===== src/verilog/spc_pkg.sv =====
package spc_pkg;

  // ---------------------------------------------------------------
  // Clock and timing
  // ---------------------------------------------------------------
  localparam int CLK_PERIOD_NS = 10;
  localparam int PWRUP_NS      = 500;
  localparam int PWRUP_CYC     = (PWRUP_NS + CLK_PERIOD_NS - 1) / CLK_PERIOD_NS;
  localparam int TRIG_DLY_CYC  = 1;
  localparam int TRIG_CNT_W    = 8;

  // ---------------------------------------------------------------
  // Serial port frame
  // ---------------------------------------------------------------
  localparam int       SPI_ADDR_W    = 15;
  localparam int       SPI_DATA_W    = 8;
  localparam int       SPI_RD_BIT    = 15;
  localparam int       SPI_CNT_W     = 5;
  localparam logic [4:0] SPI_INSTR_LAST = 5'h0f;
  localparam logic [4:0] SPI_FRAME_LAST = 5'h17;
  localparam logic [4:0] SPI_DATA_FIRST = 5'h10;

  // ---------------------------------------------------------------
  // Register offsets
  // ---------------------------------------------------------------
  localparam logic [14:0] OFF_EQ_BIAS   = 15'h0268;
  localparam logic [14:0] OFF_SYNTH_EN  = 15'h0280;
  localparam logic [14:0] OFF_SYNTH_STS = 15'h0281;
  localparam logic [14:0] OFF_REF_DIV   = 15'h0289;
  localparam logic [14:0] OFF_TERM1     = 15'h02a7;

  // ---------------------------------------------------------------
  // Field positions
  // ---------------------------------------------------------------
  localparam int EQ_PWR_MSB    = 7;
  localparam int EQ_PWR_LSB    = 6;
  localparam int EQ_RSV_MSB    = 5;
  localparam int EN_RECAL_BIT  = 2;
  localparam int EN_RSV_BIT    = 1;
  localparam int EN_POWER_BIT  = 0;
  localparam int STS_CP_HI_BIT = 5;
  localparam int STS_CP_LO_BIT = 4;
  localparam int STS_CP_OK_BIT = 3;
  localparam int STS_LOCK_BIT  = 0;
  localparam int DIV_MSB       = 1;
  localparam int TERM_CAL_BIT  = 0;

  // ---------------------------------------------------------------
  // Reset values and codes
  // ---------------------------------------------------------------
  localparam logic [1:0] EQ_PWR_NORMAL = 2'h0;
  localparam logic [1:0] EQ_PWR_LOW    = 2'h1;
  localparam logic [1:0] EQ_PWR_RST    = EQ_PWR_LOW;
  localparam logic [5:0] EQ_RSV_RST    = 6'h04;
  localparam logic [1:0] DIV_RST       = 2'h0;
  localparam logic [1:0] DIV_CODE_BY1  = 2'h2;

  typedef enum logic [1:0] {
    SPC_PH_INSTR,
    SPC_PH_DATA,
    SPC_PH_DONE
  } spc_phase_e;

endpackage


===== src/verilog/spc_trig.sv =====
module spc_trig #(
  parameter int DELAY = 1
) (
  input  wire logic ref_clk,
  input  wire logic rst_b,
  input  wire logic level,
  output logic      start
);
  import spc_pkg::*;

  // ---------------------------------------------------------------
  // Rising-edge launch with delay
  // ---------------------------------------------------------------
  logic                  level_d_r;
  logic [TRIG_CNT_W-1:0] count_r;
  logic [TRIG_CNT_W-1:0] count_nxt;
  logic                  start_r;
  logic                  rise;
  logic                  fire;

  // A held level never relaunches; only a fresh low-to-high does
  assign rise      = level & ~level_d_r;
  assign fire      = level & ~rise & (count_r == TRIG_CNT_W'(1));
  // Dropping the level cancels a pending launch
  assign count_nxt = !level ? '0 :
                     rise ? TRIG_CNT_W'(DELAY) :
                     (count_r != '0) ? TRIG_CNT_W'(count_r - TRIG_CNT_W'(1)) : count_r;

  always_ff @(posedge ref_clk) begin
    if (!rst_b) begin
      level_d_r <= 1'b0;
      count_r   <= '0;
      start_r   <= 1'b0;
    end else begin
      level_d_r <= level;
      count_r   <= count_nxt;
      start_r   <= fire;
    end
  end

  assign start = start_r;

endmodule


===== src/verilog/spc_regs.sv =====
// What this block does
// RQ1: Equalizer power field bits 7:6, resets 01
// RQ2: Recal bit rising edge reruns synth calibration
// RQ3: Held recal bit never retriggers; clear first
// RQ4: Enable bit powers synth, then calibrates
// RQ5: Software sets reference and divider before enable
// RQ6: Status bit 5 shows charge pump too high
// RQ7: Status bit 4 shows charge pump too low
// RQ8: Status bit 3 shows charge pump cal valid
// RQ9: Status bit 0 shows synthesizer locked
// RQ10: Two-bit reference divide factor at bits 1:0
// RQ11: Software picks divider code from lane rate
// RQ12: Termination bank1 bit0 rising starts calibration
// RQ13: Read-only, reserved bits ignore writes; the code stores reserved EN bit 1 and EQ bits 5:0
module spc_regs (
  input  wire logic       ref_clk,
  input  wire logic       rst_b,
  input  wire logic       spi_sclk,
  input  wire logic       spi_cs_b,
  input  wire logic       spi_sdi,
  output logic            spi_sdo,
  output logic            spi_sdo_oe,
  input  wire logic       cp_above_range_in,
  input  wire logic       cp_below_range_in,
  input  wire logic       cp_cal_done_in,
  input  wire logic       synth_locked_in,
  output logic [1:0]      equalizer_power_select,
  output logic            synth_power_on,
  output logic            synth_cal_start,
  output logic            synth_recal_start,
  output logic [1:0]      reference_divide_factor,
  output logic            termination_cal_start_bank1
);
  import spc_pkg::*;

  // ---------------------------------------------------------------
  // Input synchronisers
  // ---------------------------------------------------------------
  logic       sclk_s1_r;
  logic       sclk_s2_r;
  logic       sclk_d_r;
  logic       cs_s1_r;
  logic       cs_s2_r;
  logic       sdi_s1_r;
  logic       sdi_s2_r;
  logic [3:0] sts_s1_r;
  logic [3:0] sts_s2_r;

  always_ff @(posedge ref_clk) begin
    if (!rst_b) begin
      sclk_s1_r <= 1'b0;
      sclk_s2_r <= 1'b0;
      sclk_d_r  <= 1'b0;
      cs_s1_r   <= 1'b1;
      cs_s2_r   <= 1'b1;
      sdi_s1_r  <= 1'b0;
      sdi_s2_r  <= 1'b0;
      sts_s1_r  <= 4'h0;
      sts_s2_r  <= 4'h0;
    end else begin
      sclk_s1_r <= spi_sclk;
      sclk_s2_r <= sclk_s1_r;
      sclk_d_r  <= sclk_s2_r;
      cs_s1_r   <= spi_cs_b;
      cs_s2_r   <= cs_s1_r;
      sdi_s1_r  <= spi_sdi;
      sdi_s2_r  <= sdi_s1_r;
      sts_s1_r  <= {cp_above_range_in, cp_below_range_in, cp_cal_done_in, synth_locked_in};
      sts_s2_r  <= sts_s1_r;
    end
  end

  // ---------------------------------------------------------------
  // Serial frame decode
  // ---------------------------------------------------------------
  // Oversampled port: serial clock must stay well below ref_clk / 8
  logic                  frame_act;
  logic                  sclk_rise;
  logic                  sclk_fall;
  spc_phase_e            phase_r;
  spc_phase_e            phase_nxt;
  logic [SPI_CNT_W-1:0]  bit_cnt_r;
  logic [22:0]           shift_r;
  logic                  rd_r;
  logic [14:0]           addr_r;
  logic [7:0]            tx_r;
  logic                  sdo_r;
  logic                  sdo_oe_r;
  logic                  take_bit;
  logic                  instr_done;
  logic [15:0]           instr_word;
  logic                  commit;
  logic [7:0]            wdata;
  logic                  data_out;

  assign frame_act  = ~cs_s2_r;
  assign sclk_rise  = sclk_s2_r & ~sclk_d_r;
  assign sclk_fall  = ~sclk_s2_r & sclk_d_r;
  assign take_bit   = frame_act & sclk_rise & (phase_r != SPC_PH_DONE);
  assign instr_word = {shift_r[14:0], sdi_s2_r};
  assign instr_done = take_bit & (phase_r == SPC_PH_INSTR) & (bit_cnt_r == SPI_INSTR_LAST);
  assign wdata      = {shift_r[6:0], sdi_s2_r};
  assign commit     = take_bit & (phase_r == SPC_PH_DATA) & (bit_cnt_r == SPI_FRAME_LAST) &
                      ~rd_r;
  assign data_out   = frame_act & sclk_fall & rd_r & (phase_r != SPC_PH_INSTR);

  always_comb begin
    phase_nxt = phase_r;
    case (phase_r)
      SPC_PH_INSTR: begin
        if (instr_done) begin
          phase_nxt = SPC_PH_DATA;
        end
      end
      SPC_PH_DATA: begin
        if (take_bit && bit_cnt_r == SPI_FRAME_LAST) begin
          phase_nxt = SPC_PH_DONE;
        end
      end
      SPC_PH_DONE: begin
        phase_nxt = SPC_PH_DONE;
      end
      default: begin
        phase_nxt = SPC_PH_INSTR;
      end
    endcase
    if (!frame_act) begin
      phase_nxt = SPC_PH_INSTR;
    end
  end

  always_ff @(posedge ref_clk) begin
    if (!rst_b) begin
      phase_r   <= SPC_PH_INSTR;
      bit_cnt_r <= '0;
      shift_r   <= '0;
    end else begin
      phase_r <= phase_nxt;
      if (!frame_act) begin
        bit_cnt_r <= '0;
      end else if (take_bit) begin
        bit_cnt_r <= SPI_CNT_W'(bit_cnt_r + SPI_CNT_W'(1));
        shift_r   <= {shift_r[21:0], sdi_s2_r};
      end
    end
  end

  // ---------------------------------------------------------------
  // Register storage
  // ---------------------------------------------------------------
  logic [1:0] eq_pwr_r;
  logic [5:0] eq_rsv_r;
  logic       recal_r;
  logic       en_rsv_r;
  logic       en_r;
  logic [1:0] div_r;
  logic       term_r;
  logic [3:0] sts_r;
  logic       wr_eq;
  logic       wr_en;
  logic       wr_div;
  logic       wr_term;

  function automatic logic hit(input logic [14:0] a, input logic [14:0] off);
    hit = (a == off);
  endfunction

  assign wr_eq   = commit & hit(addr_r, OFF_EQ_BIAS);
  assign wr_en   = commit & hit(addr_r, OFF_SYNTH_EN);
  assign wr_div  = commit & hit(addr_r, OFF_REF_DIV);
  assign wr_term = commit & hit(addr_r, OFF_TERM1);

  always_ff @(posedge ref_clk) begin
    if (!rst_b) begin
      eq_pwr_r <= EQ_PWR_RST;
      eq_rsv_r <= EQ_RSV_RST;
      recal_r  <= 1'b0;
      en_rsv_r <= 1'b0;
      en_r     <= 1'b0;
      div_r    <= DIV_RST;
      term_r   <= 1'b0;
      sts_r    <= 4'h0;
    end else begin
      if (wr_eq) begin
        eq_pwr_r <= wdata[EQ_PWR_MSB:EQ_PWR_LSB]; // RQ1
        eq_rsv_r <= wdata[EQ_RSV_MSB:0];
      end
      if (wr_en) begin
        recal_r  <= wdata[EN_RECAL_BIT]; // RQ3
        en_rsv_r <= wdata[EN_RSV_BIT];
        en_r     <= wdata[EN_POWER_BIT];
      end
      if (wr_div) begin
        div_r <= wdata[DIV_MSB:0]; // RQ10
      end
      if (wr_term) begin
        term_r <= wdata[TERM_CAL_BIT];
      end
      sts_r <= sts_s2_r; // RQ6 RQ7 RQ8 RQ9
    end
  end

  // ---------------------------------------------------------------
  // Readback
  // ---------------------------------------------------------------
  // Status and constant-zero reserved bits have no write path at all; reserved EN bit 1 and EQ bits 5:0 are stored
  logic [7:0] rd_val;
  logic [7:0] rd_sts;

  assign rd_sts = {2'h0, sts_r[3], sts_r[2], sts_r[1], 2'h0, sts_r[0]}; // RQ13
  assign rd_val = hit(instr_word[14:0], OFF_EQ_BIAS)   ? {eq_pwr_r, eq_rsv_r} :
                  hit(instr_word[14:0], OFF_SYNTH_EN)  ? {5'h00, recal_r, en_rsv_r, en_r} :
                  hit(instr_word[14:0], OFF_SYNTH_STS) ? rd_sts :
                  hit(instr_word[14:0], OFF_REF_DIV)   ? {6'h00, div_r} :
                  hit(instr_word[14:0], OFF_TERM1)     ? {7'h00, term_r} : 8'h00; // RQ13

  always_ff @(posedge ref_clk) begin
    if (!rst_b) begin
      rd_r     <= 1'b0;
      addr_r   <= '0;
      tx_r     <= 8'h00;
      sdo_r    <= 1'b0;
      sdo_oe_r <= 1'b0;
    end else begin
      if (!frame_act) begin
        rd_r     <= 1'b0;
        sdo_oe_r <= 1'b0;
      end else if (instr_done) begin
        rd_r   <= instr_word[SPI_RD_BIT];
        addr_r <= instr_word[14:0];
        tx_r   <= rd_val;
      end else if (data_out) begin
        sdo_r    <= tx_r[7];
        sdo_oe_r <= 1'b1;
        tx_r     <= {tx_r[6:0], 1'b0};
      end
    end
  end

  // ---------------------------------------------------------------
  // Calibration launchers
  // ---------------------------------------------------------------
  spc_trig #(.DELAY(TRIG_DLY_CYC)) u_recal (
    .ref_clk (ref_clk),
    .rst_b   (rst_b),
    .level   (recal_r),
    .start   (synth_recal_start)
  ); // RQ2 RQ3

  // Currents settle for the power-up time before calibration begins
  spc_trig #(.DELAY(PWRUP_CYC)) u_pwrcal (
    .ref_clk (ref_clk),
    .rst_b   (rst_b),
    .level   (en_r),
    .start   (synth_cal_start)
  ); // RQ4 RQ5

  spc_trig #(.DELAY(TRIG_DLY_CYC)) u_term (
    .ref_clk (ref_clk),
    .rst_b   (rst_b),
    .level   (term_r),
    .start   (termination_cal_start_bank1)
  ); // RQ12

  assign equalizer_power_select  = eq_pwr_r;
  assign synth_power_on          = en_r;
  assign reference_divide_factor = div_r;
  assign spi_sdo                 = sdo_r;
  assign spi_sdo_oe              = sdo_oe_r;

  // ---------------------------------------------------------------
  // Assertions
  // ---------------------------------------------------------------
  localparam int A_TRIG = TRIG_DLY_CYC + 1;
  localparam int A_CAL  = PWRUP_CYC + 1;

  property p_eq_reset;
    @(posedge ref_clk) disable iff (!rst_b)
      $rose(rst_b) |-> (equalizer_power_select == EQ_PWR_LOW);
  endproperty
  a_eq_reset: assert property (p_eq_reset) else $error("eq power reset wrong"); // RQ1
  property p_eq_write;
    @(posedge ref_clk) disable iff (!rst_b)
      wr_eq |=> (equalizer_power_select == $past(wdata[7:6]));
  endproperty
  a_eq_write: assert property (p_eq_write) else $error("eq power write lost"); // RQ1
  property p_recal_rise;
    @(posedge ref_clk) disable iff (!rst_b)
      $rose(recal_r) |-> ##A_TRIG synth_recal_start;
  endproperty
  a_recal_rise: assert property (p_recal_rise) else $error("recal not launched"); // RQ2
  property p_recal_held;
    @(posedge ref_clk) disable iff (!rst_b)
      recal_r [*4] |-> !synth_recal_start;
  endproperty
  a_recal_held: assert property (p_recal_held) else $error("held recal retriggered"); // RQ3
  property p_pwr_cal;
    @(posedge ref_clk) disable iff (!rst_b)
      $rose(synth_power_on) ##1 synth_power_on [*2] |-> ##(A_CAL - A_TRIG)
        (synth_cal_start || !$past(synth_power_on));
  endproperty
  a_pwr_cal: assert property (p_pwr_cal) else $error("power-up calibration missing"); // RQ4
  property p_cp_high;
    @(posedge ref_clk) disable iff (!rst_b)
      $past(rst_b, 3) |-> (rd_sts[STS_CP_HI_BIT] == $past(cp_above_range_in, 3));
  endproperty
  a_cp_high: assert property (p_cp_high) else $error("cp high flag wrong"); // RQ6
  property p_cp_low;
    @(posedge ref_clk) disable iff (!rst_b)
      $past(rst_b, 3) |-> (rd_sts[STS_CP_LO_BIT] == $past(cp_below_range_in, 3));
  endproperty
  a_cp_low: assert property (p_cp_low) else $error("cp low flag wrong"); // RQ7
  property p_cp_ok;
    @(posedge ref_clk) disable iff (!rst_b)
      $past(rst_b, 3) |-> (rd_sts[STS_CP_OK_BIT] == $past(cp_cal_done_in, 3));
  endproperty
  a_cp_ok: assert property (p_cp_ok) else $error("cp valid flag wrong"); // RQ8
  property p_lock;
    @(posedge ref_clk) disable iff (!rst_b)
      $past(rst_b, 3) |-> (rd_sts[STS_LOCK_BIT] == $past(synth_locked_in, 3));
  endproperty
  a_lock: assert property (p_lock) else $error("lock flag wrong"); // RQ9
  property p_div_write;
    @(posedge ref_clk) disable iff (!rst_b)
      wr_div |=> (reference_divide_factor == $past(wdata[1:0]));
  endproperty
  a_div_write: assert property (p_div_write) else $error("divider write lost"); // RQ10
  property p_term_rise;
    @(posedge ref_clk) disable iff (!rst_b)
      $rose(term_r) |-> ##A_TRIG termination_cal_start_bank1;
  endproperty
  a_term_rise: assert property (p_term_rise) else $error("term cal not launched"); // RQ12
  property p_rsv_zero;
    @(posedge ref_clk) disable iff (!rst_b)
      instr_done |-> (rd_sts[7:6] == 2'h0 && rd_sts[2:1] == 2'h0 &&
                      (!hit(instr_word[14:0], OFF_SYNTH_EN) || rd_val[7:3] == 5'h00));
  endproperty
  a_rsv_zero: assert property (p_rsv_zero) else $error("reserved bits not zero"); // RQ13
endmodule


===== config.mk =====
export PLATFORM = sky130hd
export DESIGN_NAME = spc_regs
export DESIGN_NICKNAME = d
export VERILOG_FILES = /design/src/verilog/spc_pkg.sv /design/src/verilog/spc_trig.sv /design/src/verilog/spc_regs.sv
export SDC_FILE = /design/constraint.sdc
export NUM_CORES = 1
export LEC_CHECK = 0
export BUFFER_PORTS_ARGS = -buffer_cell sky130_fd_sc_hd__buf_2
export CORE_UTILIZATION = 35
export CTS_CLUSTER_SIZE = 16
export DETAILED_ROUTE_END_ITERATION = 8
export SLEW_MARGIN = 15
export SYNTH_ARGS = -nofsm -noshare
export SYNTH_HDL_FRONTEND = slang
export SYNTH_SLANG_ARGS = --single-unit

===== constraint.sdc =====
create_clock -name ref_clk -period 3 [get_ports ref_clk]
set_clock_uncertainty 0.2 [all_clocks]
set_input_delay 0.15 -clock ref_clk [delete_from_list [all_inputs] [get_ports ref_clk]]
set_output_delay 0.15 -clock ref_clk [all_outputs]
set_load 0.1 [all_outputs]

## Word level (Yosys, flattened, before mapping)

Index checks and enable logic that the tools add are counted.

| cells by class | value |
|---|---|
| add/sub/neg operators | 4 |
| eq/ne operators | 19 |
| muxes and demuxes | 16 |
| bitwise gates (word level) | 40 |
| reduce and logical (&&, ||, !) cells | 23 |

Operator list:

| operator | count |
|---|---|
| 15-bit by 10-bit == test with 1-bit output, second input constant | 9 |
| 1-bit bitwise AND | 25 |
| 8-bit by 1-bit == test with 1-bit output, second input constant | 3 |
| 6-bit 2-to-1 mux | 4 |
| 8-bit 2-to-1 mux | 3 |
| 8-bit nonzero test | 3 |
| 8-bit by 1-bit subtractor with 8-bit output, second input constant | 3 |
| 2-bit AND reduction | 8 |
| 1-bit inverter | 15 |
| 2-bit nonzero test | 5 |
| 3-bit OR reduction | 3 |
| 2-bit 2-to-1 mux | 3 |
| 2-bit one-hot mux with 3 select lines | 1 |
| 5-bit by 1-bit adder with 5-bit output, second input constant | 1 |
| 5-bit by 4-bit == test with 1-bit output, second input constant | 1 |
| 5-bit == test, second input constant | 1 |
| 1-bit 2-to-1 mux | 5 |
| 2-bit != test, second input constant | 2 |
| 3-bit AND reduction | 1 |
| 2-bit by 1-bit == test with 1-bit output, second input constant | 1 |
| 2-bit == test, second input constant | 1 |
| 2-bit zero test | 1 |
| 2-bit by 1-bit != test with 1-bit output, second input constant | 1 |
| 2-bit OR reduction | 1 |
| 1-bit logical AND | 1 |

| storage, ports and cells | value |
|---|---|
| flip-flop bits (word level) | 111 |
| input port bits | 9 |
| output and inout port bits | 10 |

## Longest topological paths before layout

Gate-level depths: netlist of run 1.

| depth | value |
|---|---|
| word-level depth | 8 |
| depth in mapped cells | 9 |
| gate-level depth less buffers | 7 |

## Hierarchy

Synthesis of run 1 repeated with hierarchy kept, for this count alone.

| unflattened totals | value |
|---|---|
| cells, all modules | 543 |
| area total of the unflattened synthesis | 4822.1 sq um |

Modules (own cells, without submodules):

| module | times used | cells each | area each (sq um) | seq. area each (sq um) |
|---|---|---|---|---|
| spc_regs | 1 | 390 | 3350.7 | 1621.6 |
| spc_trig at u_recal ... | 2 | 50 | 496.7 | 200.2 |
| spc_trig at u_pwrcal | 1 | 53 | 478.0 | 200.2 |

## Worst setup path after synthesis of run 1

Ideal clock, no wire load.

| path | value |
|---|---|
| path kind | reg2reg |
| start | register phase_r[0] |
| end | register addr_r[7] |
| library setup time | 0.070 ns |
| arrival | 1.811 ns |
| required time | 2.730 ns |
| setup slack | 0.919 ns |
| cell stages (with the launch flop) | 10 |
| period minus slack after synthesis | 2.081 ns |
| path through | dfxtp_1 > inv_1 > ha_1 > or4b_1 > buf_2 > nor2_1 > buf_4 > buf_4 > nand2_1 > a21oi_1 |

| between the ends | value |
|---|---|
| cells in the longest elaborated chain, start to end | 5 |
| elaborated cells on any way between the ends | 6 |
| those cells by class | eq/ne (1); bitwise (3); reduce/logical (2) |

RTL lines:

| element | line | text |
|---|---|---|
| from (decl) | spc_regs.sv:80 | `spc_phase_e phase_r;` |
| from (signal assigned) | spc_regs.sv:138 | `phase_r <= phase_nxt;` |
| 2-bit != test | spc_regs.sv:99 | `assign take_bit = frame_act & sclk_rise & (phase_r != SPC_PH_DONE);` |
| 1-bit bitwise AND | spc_regs.sv:99 |  |
| 1-bit bitwise AND * (2 in a row) | spc_regs.sv:101 | `assign instr_done = take_bit & (phase_r == SPC_PH_INSTR) & (bit_cnt_r == SPI_INSTR_LAST);` |
| 2-bit AND reduction (no line) * | n/a |  |
| to (signal assigned) | spc_regs.sv:230 | `addr_r <= instr_word[14:0];` |
| to (decl) | spc_regs.sv:85 | `logic [14:0] addr_r;` |

Every way passes the cells marked *; elsewhere a longest branch is shown, timed or not.
A chain may end at the register's enable or synchronous reset.

## Worst setup path after layout of run 1

| path | value |
|---|---|
| start | register phase_r[0] |
| end | register phase_r[1] |

| between the ends | value |
|---|---|
| cells in the longest elaborated chain, start to end | 6 |
| elaborated cells on any way between the ends | 12 |
| those cells by class | eq/ne (5); mux (1); bitwise (3); reduce/logical (3) |

RTL lines:

| element | line |
|---|---|
| 2-bit != test | spc_regs.sv:99 |
| 1-bit bitwise AND | spc_regs.sv:99 |
| 1-bit bitwise AND (2 in a row) | spc_regs.sv:101 |
| 2-bit != test (no line) | n/a |
| 2-bit AND reduction (no line) | n/a |

Parallel ways exist; a longest one is shown, timed or not.

==> results of run 1 <==
-- layer usage --
metal / GRT usage (%) / vias to the layer above
met2: 24.0 / 85
met1: 20.9 / 1689
met5: 0 / -
met3: 3.06 / 15
li1: - / 1830
met4: 8.29 / 0
-- layout by cell type (no fill, tap or decap), drive strengths merged, types with 2 or more instances in the layout --
cell           n
a211oi         3
a21oi         47
a221oi         4
a311oi         3
a31oi          2
and2          18
and3           6
and4           2
and4b          2
buf           24
clkbuf        10
clkinvlp       2
dfxtp        111
dlygate4sd3    7
ha            11
inv           19
mux2i         12
nand2        101
nand2b         6
nand3         11
nand3b         2
nand4          6
nor2          37
nor3          10
nor4          13
nor4b          5
o21ai          6
o22ai          3
o31ai          2
or2            4
or3b           5
or4            7
or4bb          2
xnor2         16
xor2           5
-- Yosys cell counts (3+ instances only) --
cell,n
a21oi_1,47
clkbuf_1,16
nand2b_1,6
dfxtp_1,111
and3_1,5
or3b_2,3
nor4b_1,4
nor2_1,37
xnor2_1,16
or2_2,4
nand2_1,101
and2_1,18
nor3_1,9
xor2_1,5
nor4_1,10
o21ai_0,6
a211oi_1,3
o22ai_1,3
or4_1,6
inv_1,16
nand3_1,11
ha_1,11
mux2i_1,12
a221oi_1,4
a311oi_1,3
nand4_1,6
-- power by group --
group          leakage, µW  total [µW]  internal (µW)  switching (µW)
registers         0.000897        1490           1480            4.89
clock network     0.000145        1220            675             545
logic             0.000927        44.0           18.6            25.4
-- cell families after synthesis --
logic type / after synthesis
adder cells (fa/ha/maj): 11
XOR/XNOR: 21
AO/OA/AOI/OAI: 80
buffers and inverters: 39
AND/OR/NAND/NOR: 242
flip-flops: 111
multiplexers: 13
-- worst max path at each step --
| stage | to | slack, ns | cells past startpoint |
|---|---|---|---|
| floorplan | addr_r[7] | 0.92 | 9 |
| global placement | addr_r[5] | 0.69 | 7 |
| detailed placement | addr_r[1] | 0.59 | 7 |
| CTS | addr_r[1] | 0.58 | 7 |
| global route | phase_r[1] | 0.41 | 7 |
| finish | phase_r[1] | 0.60 | 7 |
-- worst max-delay path, cell delays in order (launching register included) --
cell and delay [ns]:
dfxtp_1 0.35, inv_1 0.07, ha_1 0.24, nor4b_4 0.36, buf_4 0.33, a21boi_1 0.15, or3b_2 0.49, a21oi_1 0.13
-- through the flow --
stage | power, µW | utilization (%) | area [µm²] | setup WS [ns] | std cells
after floorplan | 1550 | - | 4590 | 0.919 | 517
after global placement | 1560 | 38.1 | 4840 | 0.686 | 691
after detailed placement | 1560 | 38.1 | 4840 | 0.595 | 691
after CTS | 2780 | 41.0 | 5220 | 0.577 | 714
after global routing | 2840 | 41.0 | 5220 | 0.409 | 714
final | 2750 | 41.0 | 5220 | 0.596 | 714
-- state kept, by name, summed over array words and instances, names as in the netlist, 2 cells and up --
register	count
bit_cnt_r	5
reference_divide_factor	2
tx_r	8
equalizer_power_select	2
eq_rsv_r	6
sts_r	4
u_recal.count_r	8
u_pwrcal.count_r	8
sts_s2_r	4
phase_r	2
shift_r	15
addr_r	15
u_term.count_r	8
sts_s1_r	4
-- cell type report --
cell class / count / area, µm²
Sequential cell: 111 / 2220
Fill cell: 1285 / 7500
Inverter: 17 / 63.8
Timing Repair Buffer: 31 / 205
Multi-Input combinational cell: 367 / 2210
Clock buffer: 10 / 239
Tap cell: 172 / 215
Clock inverter: 6 / 67.6
==> run metrics, run 1 <==
met1 wire length 4640 µm; post-cts repair resize count 0; total core area 12,700 µm²; Top Layer Used met4; Met3 Wirelength 411 µm; status finished clean; Setup crit start phase_r[0]; RSZ-0062 raised after global routing false; Arr. time, crit path 2.48 ns; Crit Path Category reg -> reg; hold depth 2; Seq/Total Area, Yosys 48.5%; Fin Hold WS 0.00761 ns; Iteration-0 DRC Markers 279; Clock Latency Late Sink 0.35 ns; share of cells above drive strength 1 10.3%; largest cells by area after synthesis dfxtp_1, nand2_1, a21oi_1; first-pass GRT wire length 16,400 µm; Worst Path Required 3.08 ns; DR pass1 iterations 4; Post-DRT Antenna Nets 0; area growth from synthesis to layout 13.8%; Syn Nets 537; met2 wire len 4400 µm; Netlist cell types 59; FF-to-FF Start phase_r[0]; pin count of the biggest net entering global routing 38; post-route DRC violation count 0; Top Ports 19; clk buf depth 2; CP startpoint kind register; width of the die 116 µm; Die Y 116 µm; Max VDD drop 0.000287 V; Yosys top cell area share 48.5%; RR Endpoint phase_r[1]; total grt overflow 0; Via density 5.07; PortBufs 18; Final Hold Vio Count 0; # diodes 0; area share of fa/ha/maj cells after synthesis 3.00%; Synth Area in XOR/XNOR 4.01%; worst min-delay path category in -> reg; cell leakage power 0.00197 µW; Setup TNS 0 ns; via count 3,619; root buffer cell clkbuf_16; H-tree depth 3; wire per inst 13.5 µm; simple-gate share of the synthesized area 27.7%; Hold Path Sink cs_s1_r; predominant post-synthesis flop cell dfxtp_1; min-delay src rst_b; Setup Viol. Count Final 0; worst rel slew slack 57.0%; Slew @ Worst Pin 0.640 ns; Avg Inst Size Synth 8.87 µm²; Post-CTS Setup Bufs 0; reg2reg setup slack 0.60 ns; final slew viol count 0; Nets 557; mux contribution to synthesized area 2.86%; Global Route Usage Sum 15.7%; Synth Instances 517; maxcap violations 0; post-synth top area cell dfxtp_1; Sink Count 111; Synth Register Bits 111; Cell Rows 41; period utilization 80.1%; power per cell area 527 nW/µm²; vias in the first global route 3,339; clk slew on worst S/H paths 0.07 ns; CTS tree done; Post-CTS Hold Fix Bufs 7; drt total wl 9660 µm; Max Fclk 0.416 GHz; Post-Syn Area 4590 µm²; CTS Buf Count 9; DPL Wire Length 6720 µm; yosys warns 0; Final min period 2.40 ns; Final Wtd Congestion 0.837; Initial Util 36.0%; FF-to-FF path depth 7; Post-synth EDFFs 0; Compound-Gate Fraction of Synth Area 10.5%; main combinational cell family by area after synthesis simple AND/OR/NAND/NOR gates; Die ar. 13,600 µm²; initial antenna violation count 0; crit-path max FO 23; endpoint class of the critical path register; Post-synth ARST share 0%
(Power assumes the default switching activity.)
==> inputs of run 2 (changes only) <==
==> constraint.sdc (replaced) <==
create_clock -name ref_clk -period 2.2 [get_ports ref_clk]
set_clock_uncertainty 0.2 [all_clocks]
set_input_delay 0.11 -clock ref_clk [delete_from_list [all_inputs] [get_ports ref_clk]]
set_output_delay 0.11 -clock ref_clk [all_outputs]
set_load 0.1 [all_outputs]
==> run 2 against run 1 <==
  * Global-route usage hardly changed
  * Clock power rose by 43%
  * Die area unchanged
==> run metrics, run 2 (synthesis results as in run 1) <==
post-route DRC violation count 0 (unchanged); total core area 12,700 µm² (unchanged); FF-to-FF path depth 6 (was 7); Reg power frac 52.7% (was 54.1%); worst rel slew slack 61.2% (was 57.0%); Fill cells 1,251 (was 1,285); Setup Viol. Count Final 0 (unchanged); wire per inst 13.3 µm (was 13.5 µm); Final Wtd Congestion 0.861 (was 0.837); critical path's top delay family simple AND/OR/NAND/NOR gates (unchanged); Cell Rows 41 (unchanged); Global Route Usage Sum 15.7% (about the same); RSZ-0062 raised after global routing true (was false); Slowest-stage cell, CP or3b_4 (was or3b_2); H-tree depth 3 (unchanged); Clock Latency Late Sink 0.36 ns (was 0.35 ns); area growth from synthesis to layout 20.2% (was 13.8%); width of the die 116 µm (unchanged); total grt overflow 0 (unchanged); Max Fclk 0.473 GHz (was 0.416 GHz); Sink Count 111 (unchanged); FF-to-FF Start u_pwrcal.count_r[0] (was phase_r[0]); drt total wl 9850 µm (was 9660 µm); crit-path max FO 4 (was 23); net switching power 792 µW (was 575 µW); Iteration-0 DRC Markers 235 (was 279); hold depth 1 (was 2); root buffer cell clkbuf_16 (unchanged); final slew viol count 0 (unchanged); Worst setup endpoint u_pwrcal.count_r[1] (was phase_r[1]); CTS Buf Count 9 (unchanged); cell leakage power 0.00213 µW (was 0.00197 µW); reg2reg setup slack 0.09 ns (was 0.60 ns); most common cell after layout, fill and taps aside dfxtp_1 (unchanged); via count 3,689 (was 3,619); Final min period 2.11 ns (was 2.40 ns); Arr. time, crit path 2.20 ns (was 2.48 ns); DR pass1 iterations 4 (unchanged); Crit Path Category reg -> reg (unchanged); Via density 4.97 (was 5.07); Die ar. 13,600 µm² (unchanged); register area 2220 µm² (about the same); combinational power share 1.8% (was 1.6%); RR Endpoint u_pwrcal.count_r[1] (was phase_r[1]); maxcap violations 0 (unchanged); CP Buf/Inv Count 1 (was 2); crit-path max cell delay 0.42 ns (was 0.49 ns); Switching Share 20.6% (was 20.9%); period utilization 96.1% (was 80.1%); status finished clean (unchanged); Setup crit start u_pwrcal.count_r[0] (was phase_r[0]); initial antenna violation count 0 (unchanged); clk buf depth 2 (unchanged); share of cells above drive strength 1 15.8% (was 10.3%); endpoint class of the critical path register (unchanged); critical-path cell list inv_1 -> ha_2 -> or3b_4 -> or3b_4 -> mux2_2 -> a21oi_1 (was inv_1 -> ha_1 -> nor4b_4 -> buf_4 -> a21boi_1 -> or3b_2 -> a21oi_1); Pint 3060 µW (was 2180 µW); Nets 586 (was 557); DPL Wire Length 7010 µm (was 6720 µm); Die Y 116 µm (unchanged); Max VDD drop 0.000363 V (was 0.000287 V); Clock power frac 45.5% (was 44.3%); Post-DRT Antenna Nets 0 (unchanged); power per cell area 698 nW/µm² (was 527 nW/µm²); CTS tree done (unchanged); clk slew on worst S/H paths 0.07 ns (about the same); first-pass GRT wire length 16,600 µm (was 16,400 µm); area occupied by multi-input gates 2230 µm² (was 2210 µm²); Worst path depth 6 (was 7); design area 5510 µm² (was 5220 µm²); PortBufs 18 (unchanged); Slew @ Worst Pin 0.567 ns (was 0.640 ns); Initial Util 36.0% (unchanged); CP startpoint kind register (unchanged); Worst Path Required 2.29 ns (was 3.08 ns); largest registers addr_r x15, shift_r x15 (unchanged); # diodes 0 (unchanged); most frequent cells in the layout dfxtp_1, nand2_1, a21oi_1, nor2_1, buf_4 (was dfxtp_1, nand2_1, a21oi_1, nor2_1); vias in the first global route 3,461 (was 3,339); post-placement cell area 5060 µm² (was 4840 µm²); most used cell, CP or3b_4; post-layout util 43.3% (was 41.0%); worst min-delay path category reg -> reg (was in -> reg); Top Ports 19 (unchanged); Final Hold Vio Count 0 (unchanged); pin count of the biggest net entering global routing 37 (was 38)
## run 2: how the worst min path moves through the flow
stage                         end  slack (ns)      from
after floorplan           cs_s1_r        0.01  spi_cs_b
after CTS                 cs_s2_r        0.22   cs_s1_r
final                     cs_s2_r        0.22   cs_s1_r
after detailed placement  cs_s1_r         0.1  spi_cs_b
after global routing      cs_s2_r        0.25   cs_s1_r
after global placement    cs_s1_r         0.1  spi_cs_b
## run 2: metrics by stage
| stage | worst slack [ns] | hold slack (ns) | power (µW) | cells | setup TNS [ns] |
|---|---|---|---|---|---|
| 6_report | 0.0860 | 0.217 | 3850 | 742 | 0 |
| 3_5_place_dp | -0.117 | 0.0970 | 2130 | 716 | -0.950 |
| 4_1_cts | 0.00948 | 0.222 | 3880 | 742 | 0 |
| 2_1_floorplan | 0.119 | 0.0115 | 2110 | 517 | 0 |
| 3_3_place_gp | 0.0151 | 0.0996 | 2130 | 716 | 0 |
| 5_1_grt | -0.00245 | 0.249 | 3970 | 742 | -0.00245 |
## run 2: worst reg2reg max path, stage by stage (launching register included)
cell,delay [ns]
dfxtp_1,0.33
inv_1,0.09
ha_2,0.22
or3b_4,0.39
or3b_4,0.42
mux2_2,0.27
a21oi_1,0.13
## run 2: cell type report
class                   instances  share of cell area (%)
multi-input cells             367                    40.5
repair buffers                 60                    8.35
clock buffers                   9                    4.09
inverters                      17                    1.16
clock inverters                 6                    1.68
flip-flops and latches        111                    40.3
well taps                     172                    3.90
## run 2: what timing repair did
item | 4_1_cts | 5_1_grt
buffers inserted | 2 | 0
setup endpoints to repair | 16 | 41
pin swaps | 1 | 3
gates resized for setup | 0 | 11
hold endpoints to repair | 9 | 0
hold buffers | 9 | 0
## run 2: per-layer routing
metal	global-route usage [%]	share of wire [%]	routed length, µm
met1	20.7	49	4790
met2	24.2	45	4470
met3	3.79	3.4	337
met4	7.35	2.6	258
met5	0	0	0
## run 2: power by group through the flow
stage          Clock [µW]  Sequential, µW  Combinational (µW)
4_1_cts              1780            2030                69.4
5_1_grt              1860            2030                77.1
6_report             1750            2030                69.0
3_5_place_dp            0            2070                56.2
3_3_place_gp            0            2070                55.2
2_1_floorplan           0            2070                35.2
